==> config.mk <==
export PLATFORM = sky130hd
export DESIGN_NAME = iss_i2c_slave
export DESIGN_NICKNAME = d
export VERILOG_FILES = /design/src/hdl/iss_pkg.sv /design/src/hdl/iss_cond.sv /design/src/hdl/iss_i2c_slave.sv /design/src/hdl/iss_sync.sv
export SDC_FILE = /design/constraint.sdc
export NUM_CORES = 1
export LEC_CHECK = 0
export BUFFER_PORTS_ARGS = -buffer_cell sky130_fd_sc_hd__buf_2
export CAP_MARGIN = 25
export CORE_ASPECT_RATIO = 0.75
export CORE_MARGIN = 1.5
export CORE_UTILIZATION = 42
export CTS_CLUSTER_DIAMETER = 200
export CTS_CLUSTER_SIZE = 20
export DETAILED_ROUTE_END_ITERATION = 10
export GPL_ROUTABILITY_DRIVEN = 0
export GPL_TIMING_DRIVEN = 0
export PLACE_DENSITY = 0.66
export RECOVER_POWER = 100
export SLEW_MARGIN = 15
export SYNTH_ARGS = -nofsm -noshare
export SYNTH_HDL_FRONTEND = slang
export SYNTH_SLANG_ARGS = --single-unit
==> constraint.sdc <==
create_clock -name pclk -period 2 [get_ports pclk]
set_clock_uncertainty 0.05 [all_clocks]
set_input_delay 0.1 -clock pclk [delete_from_list [all_inputs] [get_ports pclk]]
set_output_delay 0.1 -clock pclk [all_outputs]
set_load 0.05 [all_outputs]
==> src/hdl/iss_pkg.sv <==
// constants and types shared by the i2c slave engine
package iss_pkg;
    // register byte offsets on the apb bus
    localparam logic [7:0] OFS_MODE_CTRL   = 8'h00; // interface_mode_control
    localparam logic [7:0] OFS_STATUS_CTRL = 8'h04; // slave_status_control
    localparam logic [7:0] OFS_DATA_BUF    = 8'h08; // serial_data_buffer
    localparam logic [7:0] OFS_OWN_ADDR    = 8'h0C; // own_slave_address / spi_second_control
    localparam logic [7:0] OFS_IRQ_CTRL    = 8'h10; // serial_irq_enable and timeout_flag

    // interface_mode_control fields
    localparam int         MODE_MSB  = 7;           // interface_mode_select top bit
    localparam int         MODE_LSB  = 5;           // interface_mode_select low bit
    localparam int         DEB_MSB   = 3;           // debounce select, stored only
    localparam int         DEB_LSB   = 2;
    localparam int         EN_BIT    = 1;           // interface_enable
    localparam logic [2:0] MODE_I2C  = 3'h6;        // slave i2c mode select value
    localparam logic [2:0] MODE_RST  = 3'h7;        // mode field after reset

    // slave_status_control fields
    localparam int         HCF_BIT   = 7;           // byte_done_flag
    localparam int         ADDRESS_MATCH_FLAG_BIT  = 6;           // address_match_flag
    localparam int         HBB_BIT   = 5;           // bus_busy_flag
    localparam int         HTX_BIT   = 4;           // transmit_select
    localparam int         ACK_TO_SEND_BIT  = 3;           // ack_to_send
    localparam int         SRW_BIT   = 2;           // master_read_flag
    localparam int         WAKE_BIT  = 1;           // address match wake enable
    localparam int         ACK_RECEIVED_FLAG_BIT  = 0;           // ack_received_flag
    localparam logic       HCF_RST   = 1'h1;
    localparam logic       ACK_RECEIVED_FLAG_RST  = 1'h1;

    // irq control fields
    localparam int         IRQEN_BIT = 0;           // serial_irq_enable
    localparam int         TOF_BIT   = 1;           // timeout_flag

    // bit counting of a byte
    localparam logic [3:0] CNT_LAST  = 4'h7;        // rising edge of the eighth bit
    localparam logic [3:0] CNT_BYTE  = 4'h8;        // all eight bits clocked out
    localparam logic [7:0] BYTE_RST  = 8'h00;

    // byte engine states
    // nine states do not fit in three bits
    typedef enum logic [3:0] {
        ISS_IDLE, ISS_ADDR, ISS_ACKA, ISS_HOLD, ISS_RX, ISS_ACKR, ISS_TX, ISS_ACKT, ISS_IGN
    } iss_state_t;
endpackage

==> src/hdl/iss_cond.sv <==
// bus condition finder: scl edges, start and stop from synchronised lines
module iss_cond (
    // clock and reset
    input  wire logic pclk,
    input  wire logic presetn,
    // synchronised bus lines
    input  wire logic scl_s,
    input  wire logic sda_s,
    // one-cycle events
    output logic      scl_rise,
    output logic      scl_fall,
    output logic      start_det,
    output logic      stop_det
);
    logic scl_d_r; // previous scl sample
    logic sda_d_r; // previous sda sample

    // history of both lines
    always_ff @(posedge pclk or negedge presetn) begin
        if (!presetn) begin
            scl_d_r <= 1'b1;
            sda_d_r <= 1'b1;
        end else begin
            scl_d_r <= scl_s;
            sda_d_r <= sda_s;
        end
    end

    // start and stop need scl high before and after the sda edge
    assign scl_rise  = scl_s & ~scl_d_r;
    assign scl_fall  = ~scl_s & scl_d_r;
    assign start_det = scl_s & scl_d_r & sda_d_r & ~sda_s;
    assign stop_det  = scl_s & scl_d_r & ~sda_d_r & sda_s;
endmodule

==> src/hdl/iss_i2c_slave.sv <==
// i2c slave byte engine with apb register file
// What this block does
// - own 7-bit address sits in bits 7..1
// - address bit 0 is plain storage, unused
// - address register shared with spi second control
// - sda fall with scl high sets busy
// - seven address bits msb first, match flags
// - eighth bit stored as master read flag
// - match drives ack low on ninth clock
// - one interrupt for match and byte; the timeout cause never fires
// - hold scl low until software services
// - data bytes eight bits, msb first
// - receiver drives ack_to_send on ninth clock
// - master nack makes transmitter release sda
// - ninth clock level stored, transmit only on ack
// - bytes pass through the shared data buffer
// - byte done low in transfer, set after
// - stop clears bus busy
module iss_i2c_slave (
    // clock and reset
    input  wire logic        pclk,
    input  wire logic        presetn,
    // apb slave
    input  wire logic        psel,
    input  wire logic        penable,
    input  wire logic        pwrite,
    input  wire logic [7:0]  paddr,
    input  wire logic [31:0] pwdata,
    output logic      [31:0] prdata,
    output logic             pready,
    output logic             pslverr,
    // i2c pins, open drain
    input  wire logic        scl_i,
    output logic             scl_o,
    output logic             scl_oe,
    input  wire logic        sda_i,
    output logic             sda_o,
    output logic             sda_oe,
    // serial interrupt, one-cycle pulse
    output logic             serial_irq
);
    // apb state
    logic        pready_r;       // access completes in the cycle this is high
    logic [31:0] prdata_r;       // read data captured in the wait cycle
    logic        pslverr_r;      // unmapped address
    logic [31:0] rd_mux;         // read data of the addressed register
    logic        hit;            // address decodes to a register
    logic        wr_acc;         // write takes effect this edge
    logic        rd_acc;         // read completes this edge
    // configuration
    logic [2:0]  mode_r;         // interface_mode_select
    logic [1:0]  deb_r;          // debounce select, stored only
    logic        en_r;           // interface_enable
    logic [7:0]  own_addr_r;     // own_slave_address
    logic        irq_en_r;       // serial_irq_enable
    logic        tof_r;          // timeout_flag
    logic        htx_r;          // transmit_select
    logic        ack_to_send_r;         // ack_to_send
    logic        wake_r;         // address match wake enable, stored only
    // engine state
    iss_pkg::iss_state_t st_r;   // byte engine state
    logic [3:0]  cnt_r;          // scl rises counted in the byte
    logic [7:0]  sh_r;           // shift register
    logic [7:0]  dbuf_r;         // serial_data_buffer
    logic        ack_on_r;       // ninth clock low phase entered
    logic        hcf_r;          // byte_done_flag
    logic        address_match_flag_r;         // address_match_flag
    logic        hbb_r;          // bus_busy_flag
    logic        srw_r;          // master_read_flag
    logic        ack_received_flag_r;         // ack_received_flag
    logic        sda_oe_r;       // pulls sda low
    logic        scl_oe_r;       // stretches scl low
    logic        ev_r;           // interrupt cause seen
    logic        irq_r;          // gated interrupt pulse
    // bus side
    logic        scl_s;
    logic        sda_s;
    logic        scl_rise;
    logic        scl_fall;
    logic        start_det;
    logic        stop_det;
    logic        active;
    logic        tx_go;
    logic        rx_go;

    // pins pass two flip-flops before any logic reads them
    iss_sync #(.W(2)) u_sync (
        .pclk    (pclk),
        .presetn (presetn),
        .async_i ({scl_i, sda_i}),
        .sync_o  ({scl_s, sda_s})
    );

    iss_cond u_cond (
        .pclk      (pclk),
        .presetn   (presetn),
        .scl_s     (scl_s),
        .sda_s     (sda_s),
        .scl_rise  (scl_rise),
        .scl_fall  (scl_fall),
        .start_det (start_det),
        .stop_det  (stop_det)
    );

    assign active = en_r && (mode_r == iss_pkg::MODE_I2C);
    assign wr_acc = psel & penable & pready_r & pwrite;
    assign rd_acc = psel & penable & pready_r & ~pwrite;
    // software service of a held bus: write in transmit, dummy read in receive
    assign tx_go  = wr_acc && (paddr == iss_pkg::OFS_DATA_BUF) && htx_r;
    assign rx_go  = rd_acc && (paddr == iss_pkg::OFS_DATA_BUF) && !htx_r;

    // read decode
    always_comb begin
        rd_mux = 32'h0000_0000;
        hit    = 1'b1;
        case (paddr)
            iss_pkg::OFS_MODE_CTRL: begin
                rd_mux[iss_pkg::MODE_MSB:iss_pkg::MODE_LSB] = mode_r;
                rd_mux[iss_pkg::DEB_MSB:iss_pkg::DEB_LSB]   = deb_r;
                rd_mux[iss_pkg::EN_BIT]                     = en_r;
            end
            iss_pkg::OFS_STATUS_CTRL: begin
                rd_mux[7:0] = {hcf_r, address_match_flag_r, hbb_r, htx_r, ack_to_send_r, srw_r, wake_r, ack_received_flag_r};
            end
            iss_pkg::OFS_DATA_BUF: rd_mux[7:0] = dbuf_r;
            iss_pkg::OFS_OWN_ADDR: rd_mux[7:0] = own_addr_r;
            iss_pkg::OFS_IRQ_CTRL: begin
                rd_mux[iss_pkg::IRQEN_BIT] = irq_en_r;
                rd_mux[iss_pkg::TOF_BIT]   = tof_r;
            end
            default: hit = 1'b0;
        endcase
    end

    // apb handshake: one wait cycle, data and error registered
    always_ff @(posedge pclk or negedge presetn) begin
        if (!presetn) begin
            pready_r  <= 1'b0;
            prdata_r  <= 32'h0000_0000;
            pslverr_r <= 1'b0;
        end else begin
            pready_r <= psel & penable & ~pready_r;
            if (psel & penable & ~pready_r) begin
                prdata_r  <= pwrite ? 32'h0000_0000 : rd_mux;
                pslverr_r <= ~hit;
            end else begin
                pslverr_r <= 1'b0;
            end
        end
    end

    // software-owned configuration bits
    always_ff @(posedge pclk or negedge presetn) begin
        if (!presetn) begin
            mode_r     <= iss_pkg::MODE_RST;
            deb_r      <= 2'h0;
            en_r       <= 1'b0;
            own_addr_r <= iss_pkg::BYTE_RST;
            irq_en_r   <= 1'b0;
            tof_r      <= 1'b0;
            htx_r      <= 1'b0;
            ack_to_send_r     <= 1'b0;
            wake_r     <= 1'b0;
        end else if (wr_acc) begin
            case (paddr)
                iss_pkg::OFS_MODE_CTRL: begin
                    mode_r <= pwdata[iss_pkg::MODE_MSB:iss_pkg::MODE_LSB];
                    deb_r  <= pwdata[iss_pkg::DEB_MSB:iss_pkg::DEB_LSB];
                    en_r   <= pwdata[iss_pkg::EN_BIT];
                end
                iss_pkg::OFS_STATUS_CTRL: begin
                    htx_r  <= pwdata[iss_pkg::HTX_BIT];
                    ack_to_send_r <= pwdata[iss_pkg::ACK_TO_SEND_BIT];
                    wake_r <= pwdata[iss_pkg::WAKE_BIT];
                end
                // one storage for both modes, read back the same in every mode
                iss_pkg::OFS_OWN_ADDR: own_addr_r <= pwdata[7:0];
                iss_pkg::OFS_IRQ_CTRL: begin
                    irq_en_r <= pwdata[iss_pkg::IRQEN_BIT];
                    tof_r    <= pwdata[iss_pkg::TOF_BIT];
                end
                default: ;
            endcase
        end
    end

    // byte engine; flags sit at their defaults while disabled, so enabling
    // starts from a clean status
    always_ff @(posedge pclk or negedge presetn) begin
        if (!presetn) begin
            st_r     <= iss_pkg::ISS_IDLE;
            cnt_r    <= 4'h0;
            sh_r     <= iss_pkg::BYTE_RST;
            dbuf_r   <= iss_pkg::BYTE_RST;
            ack_on_r <= 1'b0;
            hcf_r    <= iss_pkg::HCF_RST;
            address_match_flag_r   <= 1'b0;
            hbb_r    <= 1'b0;
            srw_r    <= 1'b0;
            ack_received_flag_r   <= iss_pkg::ACK_RECEIVED_FLAG_RST;
            sda_oe_r <= 1'b0;
            scl_oe_r <= 1'b0;
            ev_r     <= 1'b0;
        end else begin
            ev_r <= 1'b0;
            if (wr_acc && paddr == iss_pkg::OFS_DATA_BUF) begin
                dbuf_r <= pwdata[7:0];
            end
            if (!active) begin
                st_r     <= iss_pkg::ISS_IDLE;
                hcf_r    <= iss_pkg::HCF_RST;
                address_match_flag_r   <= 1'b0;
                hbb_r    <= 1'b0;
                srw_r    <= 1'b0;
                ack_received_flag_r   <= iss_pkg::ACK_RECEIVED_FLAG_RST;
                sda_oe_r <= 1'b0;
                scl_oe_r <= 1'b0;
            end else if (stop_det) begin
                hbb_r    <= 1'b0;
                st_r     <= iss_pkg::ISS_IDLE;
                sda_oe_r <= 1'b0;
                scl_oe_r <= 1'b0;
            end else if (start_det) begin
                hbb_r    <= 1'b1;
                address_match_flag_r   <= 1'b0;
                cnt_r    <= 4'h0;
                sda_oe_r <= 1'b0;
                scl_oe_r <= 1'b0;
                st_r     <= iss_pkg::ISS_ADDR;
            end else begin
                case (st_r)
                    iss_pkg::ISS_ADDR: if (scl_rise) begin
                        // sda sampled on scl rising edge, msb first
                        sh_r  <= {sh_r[6:0], sda_s};
                        cnt_r <= cnt_r + 4'h1;
                        if (cnt_r == iss_pkg::CNT_LAST) begin
                            if (sh_r[6:0] == own_addr_r[7:1]) begin
                                address_match_flag_r   <= 1'b1;
                                srw_r    <= sda_s;
                                ev_r     <= 1'b1;
                                ack_on_r <= 1'b0;
                                st_r     <= iss_pkg::ISS_ACKA;
                            end else begin
                                st_r <= iss_pkg::ISS_IGN;
                            end
                        end
                    end
                    // ninth clock: drive on the fall before it, release and
                    // stretch on the fall after it
                    iss_pkg::ISS_ACKA, iss_pkg::ISS_ACKR: if (scl_fall) begin
                        if (!ack_on_r) begin
                            ack_on_r <= 1'b1;
                            sda_oe_r <= (st_r == iss_pkg::ISS_ACKA) ? 1'b1 : !ack_to_send_r;
                        end else begin
                            ack_on_r <= 1'b0;
                            sda_oe_r <= 1'b0;
                            scl_oe_r <= 1'b1;
                            st_r     <= iss_pkg::ISS_HOLD;
                        end
                    end
                    iss_pkg::ISS_HOLD: begin
                        if (tx_go) begin
                            sh_r     <= pwdata[7:0];
                            sda_oe_r <= !pwdata[7];
                            cnt_r    <= 4'h0;
                            hcf_r    <= 1'b0;
                            address_match_flag_r   <= 1'b0;
                            scl_oe_r <= 1'b0;
                            st_r     <= iss_pkg::ISS_TX;
                        end else if (rx_go) begin
                            cnt_r    <= 4'h0;
                            hcf_r    <= 1'b0;
                            address_match_flag_r   <= 1'b0;
                            scl_oe_r <= 1'b0;
                            st_r     <= iss_pkg::ISS_RX;
                        end
                    end
                    iss_pkg::ISS_RX: if (scl_rise) begin
                        sh_r  <= {sh_r[6:0], sda_s};
                        cnt_r <= cnt_r + 4'h1;
                        if (cnt_r == iss_pkg::CNT_LAST) begin
                            dbuf_r   <= {sh_r[6:0], sda_s};
                            hcf_r    <= 1'b1;
                            ev_r     <= 1'b1;
                            ack_on_r <= 1'b0;
                            st_r     <= iss_pkg::ISS_ACKR;
                        end
                    end
                    iss_pkg::ISS_TX: begin
                        if (scl_rise) begin
                            cnt_r <= cnt_r + 4'h1;
                        end else if (scl_fall) begin
                            if (cnt_r == iss_pkg::CNT_BYTE) begin
                                sda_oe_r <= 1'b0;                       // let master ack
                                st_r     <= iss_pkg::ISS_ACKT;
                            end else begin
                                sh_r     <= {sh_r[6:0], 1'b0};
                                sda_oe_r <= !sh_r[6];
                            end
                        end
                    end
                    iss_pkg::ISS_ACKT: begin
                        if (scl_rise) begin
                            ack_received_flag_r <= sda_s;
                            hcf_r  <= 1'b1;
                            ev_r   <= 1'b1;
                        end else if (scl_fall) begin
                            if (!ack_received_flag_r) begin
                                scl_oe_r <= 1'b1;
                                st_r     <= iss_pkg::ISS_HOLD;
                            end else begin
                                st_r <= iss_pkg::ISS_IGN;
                            end
                        end
                    end
                    iss_pkg::ISS_IDLE, iss_pkg::ISS_IGN: ;              // wait for start
                    default: st_r <= iss_pkg::ISS_IDLE;
                endcase
            end
        end
    end

    // interrupt gate; the timeout cause has no counter here and never fires
    always_ff @(posedge pclk or negedge presetn) begin
        if (!presetn) begin
            irq_r <= 1'b0;
        end else begin
            irq_r <= ev_r & irq_en_r;
        end
    end

    // drive levels are constant low: open drain by enable only
    assign scl_o      = 1'b0;
    assign sda_o      = 1'b0;
    assign scl_oe     = scl_oe_r;
    assign sda_oe     = sda_oe_r;
    assign prdata     = prdata_r;
    assign pready     = pready_r;
    assign pslverr    = pslverr_r;
    assign serial_irq = irq_r;
endmodule

==> src/hdl/iss_sync.sv <==
// two flip-flop synchroniser for pin inputs, one stage pair per bit
module iss_sync #(
    parameter int W = 2
) (
    // clock and reset
    input  wire logic         pclk,
    input  wire logic         presetn,
    // asynchronous levels in, synchronous levels out
    input  wire logic [W-1:0] async_i,
    output logic      [W-1:0] sync_o
);
    logic [W-1:0] meta_r; // first stage, read only by the second stage

    genvar i;
    generate
        for (i = 0; i < W; i++) begin : g_bit
            // idle bus is high, so both stages reset high
            always_ff @(posedge pclk or negedge presetn) begin
                if (!presetn) begin
                    meta_r[i] <= 1'b1;
                    sync_o[i] <= 1'b1;
                end else begin
                    meta_r[i] <= async_i[i];
                    sync_o[i] <= meta_r[i];
                end
            end
        end
    endgenerate
endmodule

# ---- Word level (Yosys, flattened, before mapping)
# Index checks and enable logic that the tools add are counted.
dict set report word_totals {
  ff_bits 92
  latch_bits 0
  mem_bits_rw 0
  rom_bits 0
  output_inout_bits 39
  wordCells 266
  mem_count 0
}
dict set report op_classes {
  n_addsub 1
  mul 0
  n_div 0
  order_cmp 0
  eq_ne 64
  shift 0
  muxes 114
  n_bitwise 22
  reduce_logical 33
}
# op count
set op_table {}
lappend op_table {{$mux W4} 22}
lappend op_table {{$ne A5 B5 Y1 const B} 14}
lappend op_table {{$mux W1} 65}
lappend op_table {{$mux W8} 8}
lappend op_table {{$mux W7} 5}
lappend op_table {{$pmux W4 S7} 1}
lappend op_table {{$ne A2 B2 Y1 const B} 13}
lappend op_table {{$ne A4 B4 Y1 const B} 6}
lappend op_table {{$pmux W7 S3} 1}
lappend op_table {{$eq A4 B3 Y1 const B} 5}
lappend op_table {{$pmux W1 S3} 6}
lappend op_table {{$eq A8 B4 Y1 const B} 2}
lappend op_table {{$reduce_and A7 Y1} 2}
lappend op_table {{$and A1 B1 Y1} 13}
lappend op_table {{$reduce_and A13 Y1} 1}
lappend op_table {{$ne A3 B3 Y1 const B} 4}
lappend op_table {{$ne A6 B3 Y1 const B} 2}
lappend op_table {{$pmux W3 S4} 1}
lappend op_table {{$reduce_and A6 Y1} 2}
lappend op_table {{$ne A2 B1 Y1 const B} 5}
lappend op_table {{$reduce_and A10 Y1} 1}
lappend op_table {{$reduce_and A5 Y1} 2}
lappend op_table {{$not A1 Y1} 9}
lappend op_table {{$reduce_and A9 Y1} 1}
lappend op_table {{27 further kinds} 43}

# ---- Depth between registers and ports, before layout
# Gate-level depths: netlist of run 1.
dict set report logic_depth {
  ltp_word 11
  mapped_depth 8
  depth_no_buf 7
}

# ---- Hierarchy
# From an unflattened synthesis of run 1, not the netlist that was laid out.
dict set report unflattened {
  hier_cells 398
  hier_area_um2 4098.9
}
# module instances cells_each area_per_inst_um2
set by_module_without_submodules {}
lappend by_module_without_submodules {iss_i2c_slave 1 388 3908.7}
lappend by_module_without_submodules {iss_sync 1 4 105.1}
lappend by_module_without_submodules {iss_cond 1 6 85.1}

# ---- Worst setup path before layout of run 1
# No wires, ideal clock.
dict set report synth_path {
  path_kind {register to register}
  from {register pready_r, in the netlist pready}
  to {register sh_r[0]}
  setup_ps 128
  arrival_ps 1858
  required_ps 1822
  slack_ps -35
  stages_incl_launch_ff 7
  synth_period_minus_slack_ps 2035
  path_cell_list {dfrtp_1 and4b_1 nand3_1 o21ai_1 and4b_1 buf_2 mux2_1}
}
dict set report synth_via {
  elab_chain_len 6
}
# item line
set synth_rtl {}
lappend synth_rtl {{start: declaration} iss_i2c_slave.sv:43} ;# logic pready_r;
lappend synth_rtl {{start signal: assignment} iss_i2c_slave.sv:142} ;# pready_r <= psel & penable & ~pready_r;
lappend synth_rtl {{$and A1 B1 Y1 (2 in a row)} iss_i2c_slave.sv:106} ;# assign wr_acc = psel & penable & pready_r & pwrite;
lappend synth_rtl {{$logic_and A1 B1 Y1 (2 in a row)} iss_i2c_slave.sv:109} ;# assign tx_go = wr_acc && (paddr == iss_pkg::OFS_DATA_BUF) && htx_r;
lappend synth_rtl {{$ne A2 B2 Y1 (no line)} n/a}
lappend synth_rtl {{$reduce_and A9 Y1 (no line)} n/a}
lappend synth_rtl {{end signal: assignment} iss_i2c_slave.sv:193} ;# sh_r <= iss_pkg::BYTE_RST;
lappend synth_rtl {{end signal: assignment} iss_i2c_slave.sv:234} ;# sh_r <= {sh_r[6:0], sda_s};
lappend synth_rtl {{end signal: assignment} iss_i2c_slave.sv:263} ;# sh_r <= pwdata[7:0];
lappend synth_rtl {{end: declaration} iss_i2c_slave.sv:63} ;# logic [7:0] sh_r;
# Every way passes these cells.
# A chain may end at the register's enable or synchronous reset.

# ---- Worst setup path in the final report of run 1
dict set report layout_path {
  from {register pready_r, in the netlist pready}
  to {register st_r[1]}
}
dict set report layout_via {
  elab_chain_len 9
  word_cells_on_any_way 14
  cone_classes {1 x eq/ne; 5 x mux; 3 x bitwise; 5 x reduce/logical}
}
# item line
set layout_rtl {}
lappend layout_rtl {{$and A1 B1 Y1 (*)} {iss_i2c_slave.sv:106, iss_i2c_slave.sv:107}}
lappend layout_rtl {{$and A1 B1 Y1} iss_i2c_slave.sv:106}
lappend layout_rtl {{$logic_and A1 B1 Y1 (2 in a row)} iss_i2c_slave.sv:109}
lappend layout_rtl {{$mux W4} iss_i2c_slave.sv:262} ;# if (tx_go) begin
lappend layout_rtl {{$pmux W4 S7} iss_i2c_slave.sv:231} ;# case (st_r)
lappend layout_rtl {{$mux W4} iss_i2c_slave.sv:223} ;# end else if (start_det) begin
lappend layout_rtl {{$mux W4} iss_i2c_slave.sv:218} ;# end else if (stop_det) begin
lappend layout_rtl {{$mux W4} iss_i2c_slave.sv:209} ;# if (!active) begin
lappend layout_rtl {{end signal: assignment} iss_i2c_slave.sv:210} ;# st_r <= iss_pkg::ISS_IDLE;
lappend layout_rtl {{end signal: assignment} iss_i2c_slave.sv:220} ;# st_r <= iss_pkg::ISS_IDLE;
lappend layout_rtl {{end signal: assignment} iss_i2c_slave.sv:229} ;# st_r <= iss_pkg::ISS_ADDR;
lappend layout_rtl {{end: declaration} iss_i2c_slave.sv:61} ;# iss_pkg::iss_state_t st_r;
# Every way passes the cells marked *; elsewhere a longest branch is shown, timed or not.

==> metrics, run 1 <==
hold path depth 2; DR iter-0 viols 324; final wirelength 10.9 mm; min cycle time layout between 2 and 2.5 ns; Design Power between 3 and 4 mW; Worst R2R End st_r[1]$_DFFE_PN0P_; Clock Pin Slew Worst Setup and Hold Paths about 0.06 ns; Layout area overhead 28.7%; Hold Startpoint pwdata[5]; Yosys top cell area share between 30% and 40%; total I/O pin count 86; CP Launch Point pready$_DFF_PN0_; WL per Instance roughly 17 microns; Core Area about 0.0096 sq mm; placed cell count 594; layout cells sized above 1 between 40% and 50%; Static Leak 2.35 nW; fin crit share 100%; final setup fails 1; FILL cells between 800 and 900; Setup TNS -0.00465 ns; cells on worst reg2reg path 5; Syn Inst Count ~400; CP endpoint kind register; initial antenna violation count 0; CTS tree built; largest net degree at the start of global routing 51; Tightest Pin Transition 1.17 ns; fin worst setup slack -0.00465 ns; Worst Hold Class input port to register; Via Count about 3400; H-tree depth 3; Most used DFF post-synth dfrtp_1; reg-to-reg slack, setup -0.005 ns; TritonCTS buffer count 9; kind of critical path register to register; asr flop ratio synth 100%; unrepaired setup endpoints after global routing true; Worst EP required about 2.2 ns; Cell variety after synth 67; vias in the first global route about 3100; nets between 500 and 600; number of vias per cell around 5.4; Post-synth EDFFs 0; port bufs 34; failing checks negative setup slack; GRT Residual Overflow 0; worst setup path endpoint st_r[1]$_DFFE_PN0P_; worst vdd ir just under 0.5 mV; GRT Total Usage a little over a fifth; Root Driver clkbuf_16; Seq/Total Area, Yosys a little over two fifths; worst-path fanout max 6; CP arrival between 2 and 2.5 ns; Setup crit start kind register; Synth area leaders dfrtp_1 (35%), mux2_2 (7.4%), dfstp_2 (7.0%); Final Util a little under three fifths; clk sinks between 60 and 70; HPWL after DPL 7.53 mm; Cell Pwr Density 611 mW/mm^2; Avg Cell Area, Syn between 10 and 15 sq um; die width around 120 microns; n_diodes 0; status complete, but fails checks; synthesized cell area 0.00411 sq mm; # DRC 0; hold slack final ~0.011 ns; drt first pass iters 5; Initial Utilization 42.9%; fmax between 0.4 and 0.5 GHz; worst r2r src pready$_DFF_PN0_; biggest area consumer among synthesized cells dfrtp_1; Max Root-Sink Buffers 2; row cnt 31; worst rel slew slack about 22%; Die Y 88.7 microns; Fin. Hold Viols 0; commonest non-fill, non-tap cell in the layout dfrtp_1; Detail Route Antenna Nets 0; max-slew violation count 0; Die Area about 0.010 sq mm; Layout Cells excl Fill about 630; Max-cap violations 0; Clock Latency Late Sink between 0.3 and 0.4 ns; first-pass GRT wire length roughly 17 mm; most frequent cells in the layout dfrtp_1 (54), buf_4 (53), buf_2 (35); #FFs+latches synth 68; Synth warnings 0
-- synth_stat cells, drive strengths merged (10+ instances only) --
library cell  number
mux2              35
a21oi             18
buf               40
mux2i             10
a31oi             10
nand2             35
dfrtp             57
nand3             13
dfstp             11
o21ai             34
nor2              17
inv               11
-- sequential cells by signal, summed over array words and instances, names as in the netlist, 2 cells and up --
register	flops
dbuf_r	8
own_addr_r	8
prdata	8
sh_r	7
cnt_r	4
st_r	4
mode_r	3
deb_r	2
u_sync.meta_r	2
u_sync.sync_o	2
-- stage by stage --
step	setup slack [ns]	cell area (sq um)
2_1_floorplan	0.0163	4210
5_1_grt	-0.0939	5290
6_report	-0.00465	5290
3_5_place_dp	-0.343	4580
3_3_place_gp	-0.299	4550
4_1_cts	0.00574	5130
-- where the power goes --
part | switching (mW) | total [mW] | internal (mW)
Combinational | 0.240 | 0.356 | 0.116
Clock | 0.633 | 1.47 | 0.841
Sequential | 0.00852 | 1.40 | 1.39
-- layout make-up --
cell class              instances  area [sq um]  share of cell area (%)
flip-flops and latches         68          1720                    32.5
clock buffers                   9           225                    4.26
plain buffers                  44           334                    6.31
multi-input cells             303          2350                    44.5
clock inverters                 7          50.0                   0.946
well taps                     132           165                    3.12
repair buffers                 60           397                    7.50
inverters                      11          46.3                   0.875
-- worst min-delay path by stage --
stage                                  to  slack, ns
3_3_place_gp   u_sync.meta_r[0]$_DFF_PN1_       0.15
3_5_place_dp        prdata[4]$_DFFE_PN0P_      -0.05
4_1_cts         own_addr_r[5]$_DFFE_PN0P_      0.002
2_1_floorplan        ack_on_r$_DFFE_PN0P_      -0.25
5_1_grt         own_addr_r[5]$_DFFE_PN0P_       0.02
6_report        own_addr_r[5]$_DFFE_PN0P_       0.01
-- kinds of logic (layout without fill, tap and decap cells) --
kind of cell    Yosys count  in the layout  synth area share (%)
simple gates            119            119                  17.5
other cells               1             26                0.0912
xor+xnor                 10             10                  2.31
compound gates           94             94                  14.3
buf+inv                  56            131                  7.95
mux                      51             51                  15.3
flops                    68             68                  41.7
fa+ha+maj                 3              3                 0.852
-- worst max-delay path, cell delays in order (launching register included) --
cell     delay (ns)
dfrtp_2        0.37
and4b_1        0.28
and4_4         0.31
nor2_2         0.09
or4_1          0.53
o31ai_1        0.26
-- repair_timing --
action	in CTS	in global routing
pin swaps	8	12
endpoints found under the setup margin	24	25
hold endpoints to repair	62	0
setup buffers	12	8
gates resized for setup	30	42
hold buffers	5	0
gates cloned	1	0
-- layer usage --
layer | global-route usage (%) | wire [microns] | vias to the layer above
met5 | 0 | 0 | -
li1 | - | - | 1600
met1 | 31.5 | 5050 | 1669
met4 | 5.70 | 160 | 0
met3 | 6.64 | 931 | 20
met2 | 31.8 | 4730 | 140
No activity file was read; power rests on OpenSTA's default activity.
==> inputs of run 2 (changes only) <==
Settings changed: RECOVER_POWER 100 to default.
==> run 2 against run 1 <==
Compared with the run above: the run still ends with negative setup slack left; setup slack hardly changed; final cell count unchanged; register-to-register slack hardly changed; cell area barely moved; maximum frequency barely moved; non-clock buffer count stayed put; sequential share of layout area hardly changed; routed wire length about the same; clock power is essentially flat; worst hold slack hardly changed; largest cell class unchanged.
==> metrics, run 2 (synthesis results as in run 1) <==
Worst EP required 2.18 ns; initial antenna violation count 0; vias in the first global route about 3100; fmax between 0.4 and 0.5 GHz; H-tree depth 3; unrepaired setup endpoints after global routing true; max-slew violation count 0; number of vias per cell 5.41; WL per Instance roughly 17 microns; GRT Total Usage approximately 22%; Static Leak between 2 and 2.5 nW; GRT Residual Overflow 0; total I/O pin count 86; TritonCTS buffer count 9; Max-cap violations 0; Clock Pin Slew Worst Setup and Hold Paths 0.06 ns; Layout area overhead 28.8%; port bufs 34; CP arrival 2.19 ns; Worst Hold Class input port to register; worst-path fanout max 6; kind of critical path register to register; Die Y 88.7 microns; DR iter-0 viols 324; final wirelength between 10 and 15 mm; Via Count ~3400; slowest stage delay, CP ~0.53 ns; placed cell count 594; Root Driver clkbuf_16; final setup fails 1; crit path cell chain and4b_1 -> and4_4 -> nor2_2 -> or4_1 -> o31ai_1; largest net degree at the start of global routing 51; Layout Cells excl Fill approximately 630; Fin. Hold Viols 0; Setup TNS -0.00431 ns; crit path buf inv count 0; first-pass GRT wire length between 15 and 20 mm; CP endpoint kind register; Die Area roughly 0.010 sq mm; FILL cells 849; nets ~550; worst rel slew slack a little over half; CTS tree built; Tightest Pin Transition just under 0.7 ns; most frequent cells in the layout buf_4 (54), dfrtp_1 (54), buf_2 (35); CP max stage cell or4_1; cell family with most CP delay simple AND/OR/NAND/NOR gates; Initial Utilization roughly 43%; Clock Latency Late Sink 0.34 ns; Design Power between 3 and 4 mW; clk sinks 68; post-place setup slack -0.343 ns; Setup crit start kind register; # DRC 0; Cell Pwr Density 611 mW/mm^2; Core Area roughly 0.0096 sq mm; Detail Route Antenna Nets 0; worst vdd ir about 0.49 mV; n_diodes 0; row cnt 31; die width 117 microns; Final Util about 55%; layout cells sized above 1 41.2%; HPWL after DPL between 7 and 8 mm; status complete, but fails checks; fin worst setup slack -0.00431 ns; min cycle time layout 2.00 ns; drt first pass iters 5; Max Root-Sink Buffers 2; fin crit share 100%; failing checks negative setup slack
==> run 2: changes by cell type in the layout (fill, tap and decap cells not counted), sizes merged <==
cell,change
buf,+1
clkbuf,-1
==> run 2: final timing paths <==
kind	endpoint	slack [ns]	cells after the start	startpoint
min	own_addr_r[5]$_DFFE_PN0P_	0.01	2	pwdata[5]
min reg2reg	u_sync.sync_o[0]$_DFF_PN1_	0.30	0	u_sync.meta_r[0]$_DFF_PN1_
max reg2reg	st_r[1]$_DFFE_PN0P_	-0.004	5	pready$_DFF_PN0_
min in group asynchronous	pslverr$_DFF_PN0_	0.14	2	presetn
max	st_r[1]$_DFFE_PN0P_	-0.004	5	pready$_DFF_PN0_
max in group asynchronous	u_cond.scl_d_r$_DFF_PN1_	1.17	3	presetn
==> run 2: area by class of cell <==
class / instances / area (sq um) / area share, %
buffer: 44 / 334 / 6.31
clock buffer: 9 / 225 / 4.25
clock inverter: 7 / 50.0 / 0.945
inverter: 11 / 46.3 / 0.874
multi-input combinational: 303 / 2350 / 44.5
sequential: 68 / 1720 / 32.5
tap: 132 / 165 / 3.12
timing repair buffer: 60 / 400 / 7.56
==> run 2: repair_timing <==
action | 4_1_cts | 5_1_grt
gates resized for setup | 30 | 42
pin swaps | 8 | 12
hold endpoints to repair | 62 | 0
setup endpoints to repair | 24 | 25
hold buffers | 5 | 0
gates cloned | 1 | 0
buffers inserted | 12 | 8
==> run 2: metal layers <==
| layer | vias up | GRT usage, % | part of all wire, % |
|---|---|---|---|
| li1 | 1601 | - | - |
| met1 | 1673 | 31.5 | 47 |
| met2 | 137 | 31.8 | 44 |
| met3 | 16 | 6.64 | 8.3 |
| met4 | 0 | 5.70 | 1.4 |
| met5 | - | 0 | 0 |
==> run 2: metrics by stage <==
step	hold WS (ns)	area (sq um)
floorplan	-0.246	4210
global placement	0.155	4550
detailed placement	-0.0519	4580
CTS	0.00172	5130
global route	0.0160	5300
finish	0.0113	5300
==> run 2: where the power goes <==
group | total [mW] | internal [mW] | switching [mW]
combinational | 0.357 | 0.117 | 0.240
sequential | 1.40 | 1.39 | 0.00853
clock | 1.47 | 0.841 | 0.633
